### src/core/pll_clk_pkg.sv
// constants for the pll mode control and base clock selector
package pll_clk_pkg;
   // register addresses
   localparam logic [7:0] CTRL_ADDR  = 8'h3A;
   localparam logic [7:0] BW_ADDR    = 8'h3B;
   localparam logic [7:0] MULH_ADDR  = 8'h3C;
   localparam logic [7:0] MULL_ADDR  = 8'h3D;
   localparam logic [7:0] RDIV_ADDR  = 8'h3F;
   localparam logic [7:0] RANGE_ADDR = 8'h40;
   // pll_control_reg fields
   localparam int CTRL_IE_BIT   = 7;
   localparam int CTRL_FLAG_BIT = 6;
   localparam int CTRL_PON_BIT  = 5;
   localparam int CTRL_BCS_BIT  = 4;
   localparam int CTRL_PRE_MSB  = 3;
   localparam int CTRL_PRE_LSB  = 2;
   // bandwidth register fields
   localparam int BW_AUTO_BIT = 7;
   localparam int BW_LOCK_BIT = 6;
   localparam int BW_TRK_BIT  = 5;
   // field widths
   localparam int MULH_W = 4;
   localparam int RDIV_W = 4;
   // reset values
   localparam logic        PON_RST   = 1'b1;
   localparam logic [1:0]  PRE_RST   = 2'h2;
   localparam logic [11:0] MUL_RST   = 12'h002;
   localparam logic [3:0]  RDIV_RST  = 4'h1;
   localparam logic [7:0]  RANGE_RST = 8'h01;
   // source clock cycles waited on a base clock change
   localparam logic [1:0]  SWITCH_EDGES = 2'h3;
   typedef enum logic [1:0] {
      SEL_RUN  = 2'b00,
      SEL_WAIT = 2'b01,
      SEL_SWAP = 2'b10
   } sel_state_t;
endpackage

### src/core/pll_mode_clock_select.sv
// pll filter mode, lock tracking, programming values and base clock selector
//
// Overview of operation
// - acquisition mode shows the filter tracking flag as zero.
// - filter tracks whenever not acquiring or the tracking flag is one.
// - in automatic bandwidth the lock detector switches filter modes itself.
// - in automatic mode the tracking flag is read-only and shows filter mode.
// - tracking flag sets inside track window, clears outside untrack window.
// - lock indicator sets inside lock window, clears outside unlock window.
// - a lock toggle with interrupt enable set raises an interrupt request.
// - vco over two to the prescale equals four times bus frequency.
// - vco equals reference times two-power prescale times multiplier over divider.
// - zero divider or multiplier acts exactly as one.
// - zero vco range disables the pll and blocks pll base clock selection.
// - on source change base clock output holds while three cycles of crystal and, with pll enabled, pll clock pass.
// - selector output is divided by two for an even duty cycle.
// - base clock select bit picks crystal or pll as base clock.
// - vco selection is refused while pll power is off.
// - pll stays powered while the vco is the base clock source.
// - the same selector picks crystal or vco for the usb clock.
// - select one uses pll halves and vco; zero uses crystal halves and crystal.
// - without automatic mode irq enable, change flag and lock read zero.
// - change flag sets on each lock toggle, clears on control register read.
//
// Added by the designer: the plain strobed port and the register offsets.
`timescale 1ns/1ps
`default_nettype none
module pll_mode_clock_select
   import pll_clk_pkg::*;
(
   // clock and reset
   input  wire logic        sys_clk_i,
   input  wire logic        reset_n_i,
   // register port
   input  wire logic [7:0]  addr_i,
   input  wire logic [7:0]  wdata_i,
   input  wire logic        wr_i,
   input  wire logic        rd_i,
   output logic      [7:0]  rdata_o,
   // frequency window comparators from the analog loop
   input  wire logic        in_track_tol_i,
   input  wire logic        out_untrack_tol_i,
   input  wire logic        in_lock_tol_i,
   input  wire logic        out_unlock_tol_i,
   // source clocks, oversampled as levels
   input  wire logic        crystal_clock_i,
   input  wire logic        pll_clock_i,
   input  wire logic        vco_clock_i,
   // generated clocks and interrupt
   output logic             base_clock_out_o,
   output logic             usb_ref_clock_o,
   output logic             irq_o,
   // controls to the analog loop
   output logic             pll_enable_o,
   output logic             filter_tracking_o,
   output logic      [1:0]  prescale_o,
   output logic      [11:0] multiplier_o,
   output logic      [3:0]  ref_divider_o,
   output logic      [7:0]  vco_range_o
);
   localparam int NSYNC = 7;

   // two-flop synchronisers; only the second stage feeds logic
   logic [NSYNC-1:0] async_in;
   logic [NSYNC-1:0] meta_q;
   logic [NSYNC-1:0] sync_q;
   logic [1:0]       clk_prev_q;
   assign async_in = {vco_clock_i, pll_clock_i, crystal_clock_i,
                      out_unlock_tol_i, in_lock_tol_i, out_untrack_tol_i, in_track_tol_i};
   genvar gi;
   generate
      for (gi = 0; gi < NSYNC; gi++) begin : g_sync
         always_ff @(posedge sys_clk_i or negedge reset_n_i) begin
            if (!reset_n_i) begin
               meta_q[gi] <= 1'b0;
               sync_q[gi] <= 1'b0;
            end else begin
               meta_q[gi] <= async_in[gi];
               sync_q[gi] <= meta_q[gi];
            end
         end
      end
   endgenerate

   wire in_trk_s  = sync_q[0];
   wire out_unt_s = sync_q[1];
   wire in_lock_s = sync_q[2];
   wire out_unl_s = sync_q[3];
   wire xclk_s    = sync_q[4];
   wire pclk_s    = sync_q[5];
   wire vclk_s    = sync_q[6];
   wire xclk_rise = xclk_s & ~clk_prev_q[0];
   wire pclk_rise = pclk_s & ~clk_prev_q[1];

   // register state
   logic        ie_q, flag_q, pon_q, bcs_q, auto_q, lock_q, trk_q;
   logic [1:0]  pre_q;
   logic [11:0] mul_q;
   logic [3:0]  rdiv_q;
   logic [7:0]  range_q;
   logic [7:0]  rdata_q;
   logic        irq_q, pll_en_q;
   logic [11:0] mul_eff_q;
   logic [3:0]  rdiv_eff_q;

   function automatic logic hit(input logic [7:0] a, input logic [7:0] reg_addr);
      hit = (a == reg_addr);
   endfunction

   wire wr_ctrl  = wr_i & hit(addr_i, CTRL_ADDR);
   wire wr_bw    = wr_i & hit(addr_i, BW_ADDR);
   // programming values lock while pll power is on
   wire prog_ok  = ~pon_q;
   wire wr_mulh  = wr_i & hit(addr_i, MULH_ADDR) & prog_ok;
   wire wr_mull  = wr_i & hit(addr_i, MULL_ADDR) & prog_ok;
   wire wr_rdiv  = wr_i & hit(addr_i, RDIV_ADDR) & prog_ok;
   wire wr_range = wr_i & hit(addr_i, RANGE_ADDR) & prog_ok;
   wire rd_ctrl  = rd_i & hit(addr_i, CTRL_ADDR);
   wire range_ok = (range_q != 8'h00);

   // control register next values
   wire auto_d = wr_bw ? wdata_i[BW_AUTO_BIT] : auto_q;
   wire ie_d   = auto_d & (wr_ctrl ? wdata_i[CTRL_IE_BIT] : ie_q);
   // select being set in this very write also keeps power on
   wire pon_d;
   // setting the select looks at the power bit already held, not this write
   wire bcs_d  = pon_q & range_ok & (wr_ctrl ? wdata_i[CTRL_BCS_BIT] : bcs_q);
   wire [1:0] pre_d = wr_ctrl ? wdata_i[CTRL_PRE_MSB:CTRL_PRE_LSB] : pre_q;
   assign pon_d = bcs_q | bcs_d | (wr_ctrl ? wdata_i[CTRL_PON_BIT] : pon_q);

   // lock detector with hysteresis, cleared outside automatic mode
   wire lock_d = auto_d & (lock_q ? ~out_unl_s : in_lock_s);
   // filter mode: hardware in automatic mode, software otherwise
   wire trk_auto = trk_q ? ~out_unt_s : in_trk_s;
   wire trk_d  = auto_q ? trk_auto : (wr_bw ? wdata_i[BW_TRK_BIT] : trk_q);
   // a toggle in the read cycle still sets the flag
   wire flag_d = auto_d & ((lock_d != lock_q) | (flag_q & ~rd_ctrl));

   always_ff @(posedge sys_clk_i or negedge reset_n_i) begin
      if (!reset_n_i) begin
         ie_q   <= 1'b0;
         flag_q <= 1'b0;
         pon_q  <= PON_RST;
         bcs_q  <= 1'b0;
         pre_q  <= PRE_RST;
         auto_q <= 1'b0;
         lock_q <= 1'b0;
         trk_q  <= 1'b0;
      end else begin
         ie_q   <= ie_d;
         flag_q <= flag_d;
         pon_q  <= pon_d;
         bcs_q  <= bcs_d;
         pre_q  <= pre_d;
         auto_q <= auto_d;
         lock_q <= lock_d;
         trk_q  <= trk_d;
      end
   end

   always_ff @(posedge sys_clk_i or negedge reset_n_i) begin
      if (!reset_n_i) begin
         mul_q   <= MUL_RST;
         rdiv_q  <= RDIV_RST;
         range_q <= RANGE_RST;
      end else begin
         if (wr_mulh)
            mul_q[11:8] <= wdata_i[MULH_W-1:0];
         if (wr_mull)
            mul_q[7:0] <= wdata_i;
         if (wr_rdiv)
            rdiv_q <= wdata_i[RDIV_W-1:0];
         if (wr_range)
            range_q <= wdata_i;
      end
   end

   // read mux; unmapped addresses read zero
   wire [7:0] ctrl_rd = {ie_q, flag_q, pon_q, bcs_q, pre_q, 2'b00};
   wire [7:0] bw_rd   = {auto_q, lock_q, trk_q, 5'h00};
   wire [7:0] rd_mux  = hit(addr_i, CTRL_ADDR)  ? ctrl_rd :
                        hit(addr_i, BW_ADDR)    ? bw_rd :
                        hit(addr_i, MULH_ADDR)  ? {4'h0, mul_q[11:8]} :
                        hit(addr_i, MULL_ADDR)  ? mul_q[7:0] :
                        hit(addr_i, RDIV_ADDR)  ? {4'h0, rdiv_q} :
                        hit(addr_i, RANGE_ADDR) ? range_q : 8'h00;

   always_ff @(posedge sys_clk_i or negedge reset_n_i) begin
      if (!reset_n_i)
         rdata_q <= 8'h00;
      else
         rdata_q <= rd_i ? rd_mux : 8'h00;
   end

   // analog loop controls; zero multiplier or divider means one
   always_ff @(posedge sys_clk_i or negedge reset_n_i) begin
      if (!reset_n_i) begin
         irq_q      <= 1'b0;
         pll_en_q   <= 1'b0;
         mul_eff_q  <= MUL_RST;
         rdiv_eff_q <= RDIV_RST;
      end else begin
         irq_q      <= flag_d & ie_d;
         pll_en_q   <= pon_d & range_ok;
         mul_eff_q  <= (mul_q == 12'h000) ? 12'h001 : mul_q;
         rdiv_eff_q <= (rdiv_q == 4'h0) ? 4'h1 : rdiv_q;
      end
   end

   // base clock selector
   sel_state_t  state_q, state_d;
   logic        sel_q, base_q, usb_q;
   logic [1:0]  xcnt_q, pcnt_q;
   // a stopped pll clock cannot be waited for, so it counts as done
   wire x_done  = (xcnt_q == SWITCH_EDGES);
   wire p_done  = (pcnt_q == SWITCH_EDGES) | ~pll_en_q;
   wire src_now = sel_q ? pclk_s : xclk_s;
   wire src_rise = sel_q ? pclk_rise : xclk_rise;

   always_comb begin
      state_d = state_q;
      case (state_q)
         SEL_RUN:  if (bcs_q != sel_q) state_d = SEL_WAIT;
         SEL_WAIT: if (x_done & p_done) state_d = SEL_SWAP;
         SEL_SWAP: if (~xclk_s & ~pclk_s) state_d = SEL_RUN;
         default:  state_d = SEL_RUN;
      endcase
   end

   always_ff @(posedge sys_clk_i or negedge reset_n_i) begin
      if (!reset_n_i) begin
         state_q    <= SEL_RUN;
         sel_q      <= 1'b0;
         xcnt_q     <= 2'h0;
         pcnt_q     <= 2'h0;
         clk_prev_q <= 2'h0;
      end else begin
         state_q    <= state_d;
         clk_prev_q <= {pclk_s, xclk_s};
         if (state_q == SEL_RUN) begin
            xcnt_q <= 2'h0;
            pcnt_q <= 2'h0;
         end else begin
            if (xclk_rise && !x_done)
               xcnt_q <= xcnt_q + 2'h1;
            if (pclk_rise && pcnt_q != SWITCH_EDGES)
               pcnt_q <= pcnt_q + 2'h1;
         end
         if (state_q == SEL_SWAP && state_d == SEL_RUN)
            sel_q <= bcs_q;
      end
   end

   // base clock output held in stasis outside the run state
   always_ff @(posedge sys_clk_i or negedge reset_n_i) begin
      if (!reset_n_i) begin
         base_q <= 1'b0;
         usb_q  <= 1'b0;
      end else begin
         if (state_q == SEL_RUN && src_rise)
            base_q <= ~base_q;
         usb_q <= sel_q ? vclk_s : xclk_s;
      end
   end

   assign rdata_o           = rdata_q;
   assign base_clock_out_o  = base_q;
   assign usb_ref_clock_o   = usb_q;
   assign irq_o             = irq_q;
   assign pll_enable_o      = pll_en_q;
   assign filter_tracking_o = trk_q;
   assign prescale_o        = pre_q;
   assign multiplier_o      = mul_eff_q;
   assign ref_divider_o     = rdiv_eff_q;
   assign vco_range_o       = range_q;
endmodule
`default_nettype wire

### config.mk
export PLATFORM = sky130hd
export DESIGN_NAME = pll_mode_clock_select
export DESIGN_NICKNAME = d
export VERILOG_FILES = /design/src/core/pll_clk_pkg.sv /design/src/core/pll_mode_clock_select.sv
export SDC_FILE = /design/constraint.sdc
export NUM_CORES = 1
export LEC_CHECK = 0
export BUFFER_PORTS_ARGS = -buffer_cell sky130_fd_sc_hd__buf_2
export CELL_PAD_IN_SITES_DETAIL_PLACEMENT = 1
export CELL_PAD_IN_SITES_GLOBAL_PLACEMENT = 1
export CORE_ASPECT_RATIO = 0.6
export CORE_UTILIZATION = 47
export CTS_CLUSTER_SIZE = 40
export DETAILED_ROUTE_END_ITERATION = 8
export GPL_TIMING_DRIVEN = 0
export PLACE_DENSITY_LB_ADDON = 0.1
export SLEW_MARGIN = 25
export SYNTH_ARGS = -nofsm -noshare
export SYNTH_HDL_FRONTEND = slang
export SYNTH_SLANG_ARGS = --single-unit
### constraint.sdc
create_clock -name sys_clk_i -period 3.2 [get_ports sys_clk_i]
set_input_delay 0.16 -clock sys_clk_i [delete_from_list [all_inputs] [get_ports sys_clk_i]]
set_output_delay 0.16 -clock sys_clk_i [all_outputs]
set_load 0.1 [all_outputs]
# After elaboration in Yosys (flattened, before gate mapping)
# Index checks and enable logic that the tools add are counted.
# totals
regBits,84
in_bits,27
out_inout_bits,39
elab_cells,130
# classes
n_addsub,2
eq_ne,13
mux,27
n_bitwise,37
n_reduce_logical,13
# ops
op,count
8-bit two-way mux,7
8-bit by 6-bit equality test with 1-bit output (second input constant),5
1-bit AND,23
2-bit two-way mux,7
12-bit zero test,1
12-bit two-way mux,1
1-bit two-way mux,10
1-bit NOT,10
8-bit by 7-bit equality test with 1-bit output (second input constant),1
8-bit nonzero test,1
2-bit equality test (second input constant),3
2-bit one-hot mux with 3 select lines,1
2-bit nonzero test,3
2-bit by 1-bit adder with 2-bit output (second input constant),2
1-bit logical AND,4
2-bit zero test,2
4-bit zero test,1
4-bit two-way mux,1
1-bit bitwise OR,4
2-bit by 1-bit equality test with 1-bit output (second input constant),1
1-bit != test,2
2-bit != test (second input constant),1
1-bit zero test,1

# Depth between registers and ports, before layout
# logic_depth
word_depth,8
ltp_mapped,6
mapped_depth_nobuf,4

# Worst setup path before layout
# Ideal clock, no wire load.
# synth_timing
path_kind,register to register
startpoint,"register range_q[6], in the netlist vco_range_o[6]"
endpoint,register pon_q
setup_ns,0.077
t_arrival_ns,1.738
required_time_ns,3.123
slack_ns,1.384
path_stages_with_launch,5
n_path_buf,0
period_less_slack_ns,1.816
cell_sequence,dfrtp_1 -> or4_1 -> o21a_1 -> o21ai_1 -> nand2_1
# synth_via
elab_chain_cells,5
# synth_rtl
element,line_no,text
"start, declared",pll_mode_clock_select.sv:100,logic [7:0] range_q;
"start signal, assigned",pll_mode_clock_select.sv:174,range_q <= wdata_i;
8-bit nonzero test,pll_mode_clock_select.sv:119,wire range_ok = (range_q != 8'h00);
1-bit AND (2 in a row),pll_mode_clock_select.sv:127,wire bcs_d = pon_q & range_ok & (wr_ctrl ? wdata_i[CTRL_BCS_BIT] : bcs_q);
1-bit bitwise OR (2 in a row),pll_mode_clock_select.sv:129,assign pon_d = bcs_q | bcs_d | (wr_ctrl ? wdata_i[CTRL_PON_BIT] : pon_q);
via pon_d,pll_mode_clock_select.sv:125,wire pon_d;
"end signal, assigned",pll_mode_clock_select.sv:152,pon_q <= pon_d;
"end, declared",pll_mode_clock_select.sv:96,"logic ie_q, flag_q, pon_q, bcs_q, auto_q, lock_q, trk_q;"
# The timed path passes the listed nets, and every way through them passes these cells.
# A chain may end at the register's enable or synchronous reset.

# Final worst setup path
# layout_timing
startpoint,register pon_q
endpoint,register rdiv_q[1]
# layout_via
elab_chain_cells,2
# layout_rtl
element,line_no,text
1-bit NOT,pll_mode_clock_select.sv:113,wire prog_ok = ~pon_q;
1-bit AND,pll_mode_clock_select.sv:116,"wire wr_rdiv = wr_i & hit(addr_i, RDIV_ADDR) & prog_ok;"
"end signal, assigned",pll_mode_clock_select.sv:172,rdiv_q <= wdata_i[RDIV_W-1:0];
"end, declared",pll_mode_clock_select.sv:99,logic [3:0] rdiv_q;
# Every way passes these cells.

==> flow_metrics.tcl <==
set metrics [dict create \
    ant_nets 0 \
    cts_tree "done" \
    maxSlewViolCount 0 \
    hold_violations 0 \
    final.setup.tns_ns 0 \
    yosysTopAreaCellShare_pct 55.8 \
    grt.total_usage_pct 25.7 \
    endpoint_kind "flop" \
    core_mm2 0.00688 \
    grt_max_degree 47 \
    rsz0062_at_grt "false" \
    finalInstanceArea_mm2 0.00428 \
    setup_viol 0 \
    crit_chain "and2b_1 -> and3_1 -> buf_2 -> mux2_1" \
    syn2layout_area_growth_pct 23.9 \
    antenna_found_initial 0 \
    hold_path.class "primary input to flop" \
    fin_skew_ns 0.00612 \
    ys_ff_latch 84 \
    max_stage_delay_ns 0.59 \
    yosysWarningCount 0 \
    peakVddDrop_mv 0.422 \
    synth.top_cells.by_count "dfrtp_1, mux2_4, nor2_1" \
    cts_made_buffers 9 \
    dieArea_mm2 0.00771 \
    max_slew_margin_pct 58.2 \
    crit_slowest_cell "dfstp_2" \
    rrSetupSlack_ns 1.57 \
    worst_slew_pin_slew_ns 0.621 \
    synth_enable_flop_cells 0 \
    place_congestion 0.891 \
    die_y_um 68.4 \
    start_util_pct 50.2 \
    yosys-top-cells-area "dfrtp_1, mux2_4, dfstp_2" \
    grt_pass1_vias 2480 \
    finalCritPeriodShare_pct 51.0 \
    die-width_um 113 \
    path_delay_family "flip-flops" \
    avgRoutedWirePerCell_um 20.5 \
    status "finished clean" \
    drt-initial-drc-count 155 \
    worstSkewPairLatency_ns 0.34 \
    fin_nets 374 \
    diodes 0 \
    place_area_mm2 0.00391 \
    crit_path_max_fanout 5 \
    ys.flop_type "dfrtp_1" \
    yosysSeqAreaShare_pct 61.1 \
    viasPerCell 5.54 \
    cts_buffer_depth 2 \
    layout-drive-gt1-share_pct 34.6 \
    fp-row-count 23 \
    boundaryPins 66 \
    dr_total_vias 2419 \
    synth_most_common_cell "dfrtp_1" \
    synth_nets 289 \
    syn-instance-count 260 \
    remaining_drc_errors 0 \
    fill_cells 697 \
    cts_sinks 84 \
    cp_data_required_time_ns 3.41 \
    drt_pass1_iterations 5 \
    post-dp-hpwl_mm 6.29 \
    cts.htree.levels 3 \
    synth_cell_type_count 52 \
    crit_type "flop to flop" \
    syn_area_mm2 0.00345 \
    avgSynthCellArea_um2 13.3 \
    finalPower_mw 2.38 \
    leakagePower_nw 2.21 \
    grt_pass1_wl_mm 13.9 \
    drt-total-wl_mm 8.96 \
    fin_crit_ns 1.63 \
    clkTransAtPathRegs_ns 0.06 \
    regArea_mm2 0.00211 \
    synth_top_area_cell "dfrtp_1" \
    async_reset_ff_share_pct 100 \
    start_kind "flop" \
    maxCapViolCount 0 \
    arrival_ns 1.84 \
    cts_setup_buffers 0 \
    multi_input_area_mm2 0.00122 \
    power_density_mw_per_mm2 557 \
    cp_num_buf_inv 1 \
    globalRoute.totalOverflow 0 \
    fmax_mhz 613 \
    cts_root_buf "clkbuf_16" \
    io_buffers 65 \
]
==> metrics by stage <==
stage               cells  setup WS [ns]  hold WS [ns]  util [%]
floorplan             260           1.38        -0.136         -
global placement      412           1.35         0.268      56.5
detailed placement    413           1.37         0.208      56.8
CTS                   437           1.58        0.0802      62.2
global route          437           1.53        0.0864      62.2
finish                437           1.57        0.0926      62.2
==> report_power, final <==
| group | internal, mW | leakage [nW] | switching (mW) | total (mW) |
|---|---|---|---|---|
| Sequential | 1.09 | 1.10 | 0.0228 | 1.12 |
| Combinational | 0.0601 | 0.971 | 0.195 | 0.255 |
| Clock | 0.605 | 0.137 | 0.408 | 1.01 |
| Total | 1.76 | 2.21 | 0.625 | 2.38 |
==> timing repair <==
item | in CTS | in global routing
hold buffers | 8 | 0
gates resized for setup | 0 | 0
hold endpoints to repair | 48 | 0
==> routing by layer <==
layer	track usage, %	vias up	routed length (um)
li1	-	1095	-
met1	37.0	1219	4480
met2	38.7	96	3820
met3	6.55	9	570
met4	7.00	0	87
met5	0	-	0
==> placed cells by master (no fill, tap or decap), types with 7 or more instances in the layout <==
cell type,count
buf_2,65
clkbuf_16,9
o21ai_0,7
mux2_4,16
dfstp_2,7
a21oi_1,7
mux2_1,10
nand2_1,11
clkbuf_1,18
dlygate4sd3_1,8
nor2_1,16
dfrtp_1,77
inv_1,7
==> registers in the layout, indices dropped and copies added (netlist names), 2 cells and up <==
register / cells
pcnt_q: 2
clk_prev_q: 2
xcnt_q: 2
prescale_o: 2
vco_range_o: 8
multiplier_o: 12
rdiv_q: 4
meta_q: 7
mul_q: 12
ref_divider_o: 4
state_q: 2
rdata_o: 8
==> layout make-up <==
class,instances,share of cell area (%)
multi-input cells,150,28.5
clock buffers,12,5.53
repair buffers,74,10.0
clock inverters,4,1.20
plain buffers,19,2.25
flip-flops and latches,84,49.3
well taps,87,2.54
inverters,7,0.614
==> cells by family after synthesis <==
logic type / Yosys count / share of synthesized area (%)
AND/OR/NAND/NOR: 70 / 12.9
buffers and inverters: 26 / 3.55
flip-flops: 84 / 61.1
AO/OA/AOI/OAI: 40 / 8.04
multiplexers: 34 / 12.6
XOR/XNOR: 4 / 1.01
adder cells (fa/ha/maj): 2 / 0.725
==> worst paths after layout <==
kind | startpoint | cells past startpoint | end
setup / recovery | pon_q | 4 | rdiv_q[1]
hold / removal | wdata_i[6] | 2 | vco_range_o[6]
setup reg to reg | pon_q | 4 | rdiv_q[1]
hold reg to reg | meta_q[5] | 0 | pclk_s
max in group asynchronous | reset_n_i | 3 | pon_q
min in group asynchronous | reset_n_i | 2 | rdata_o[1]
Note: power is estimated with default switching activity, not from simulation.
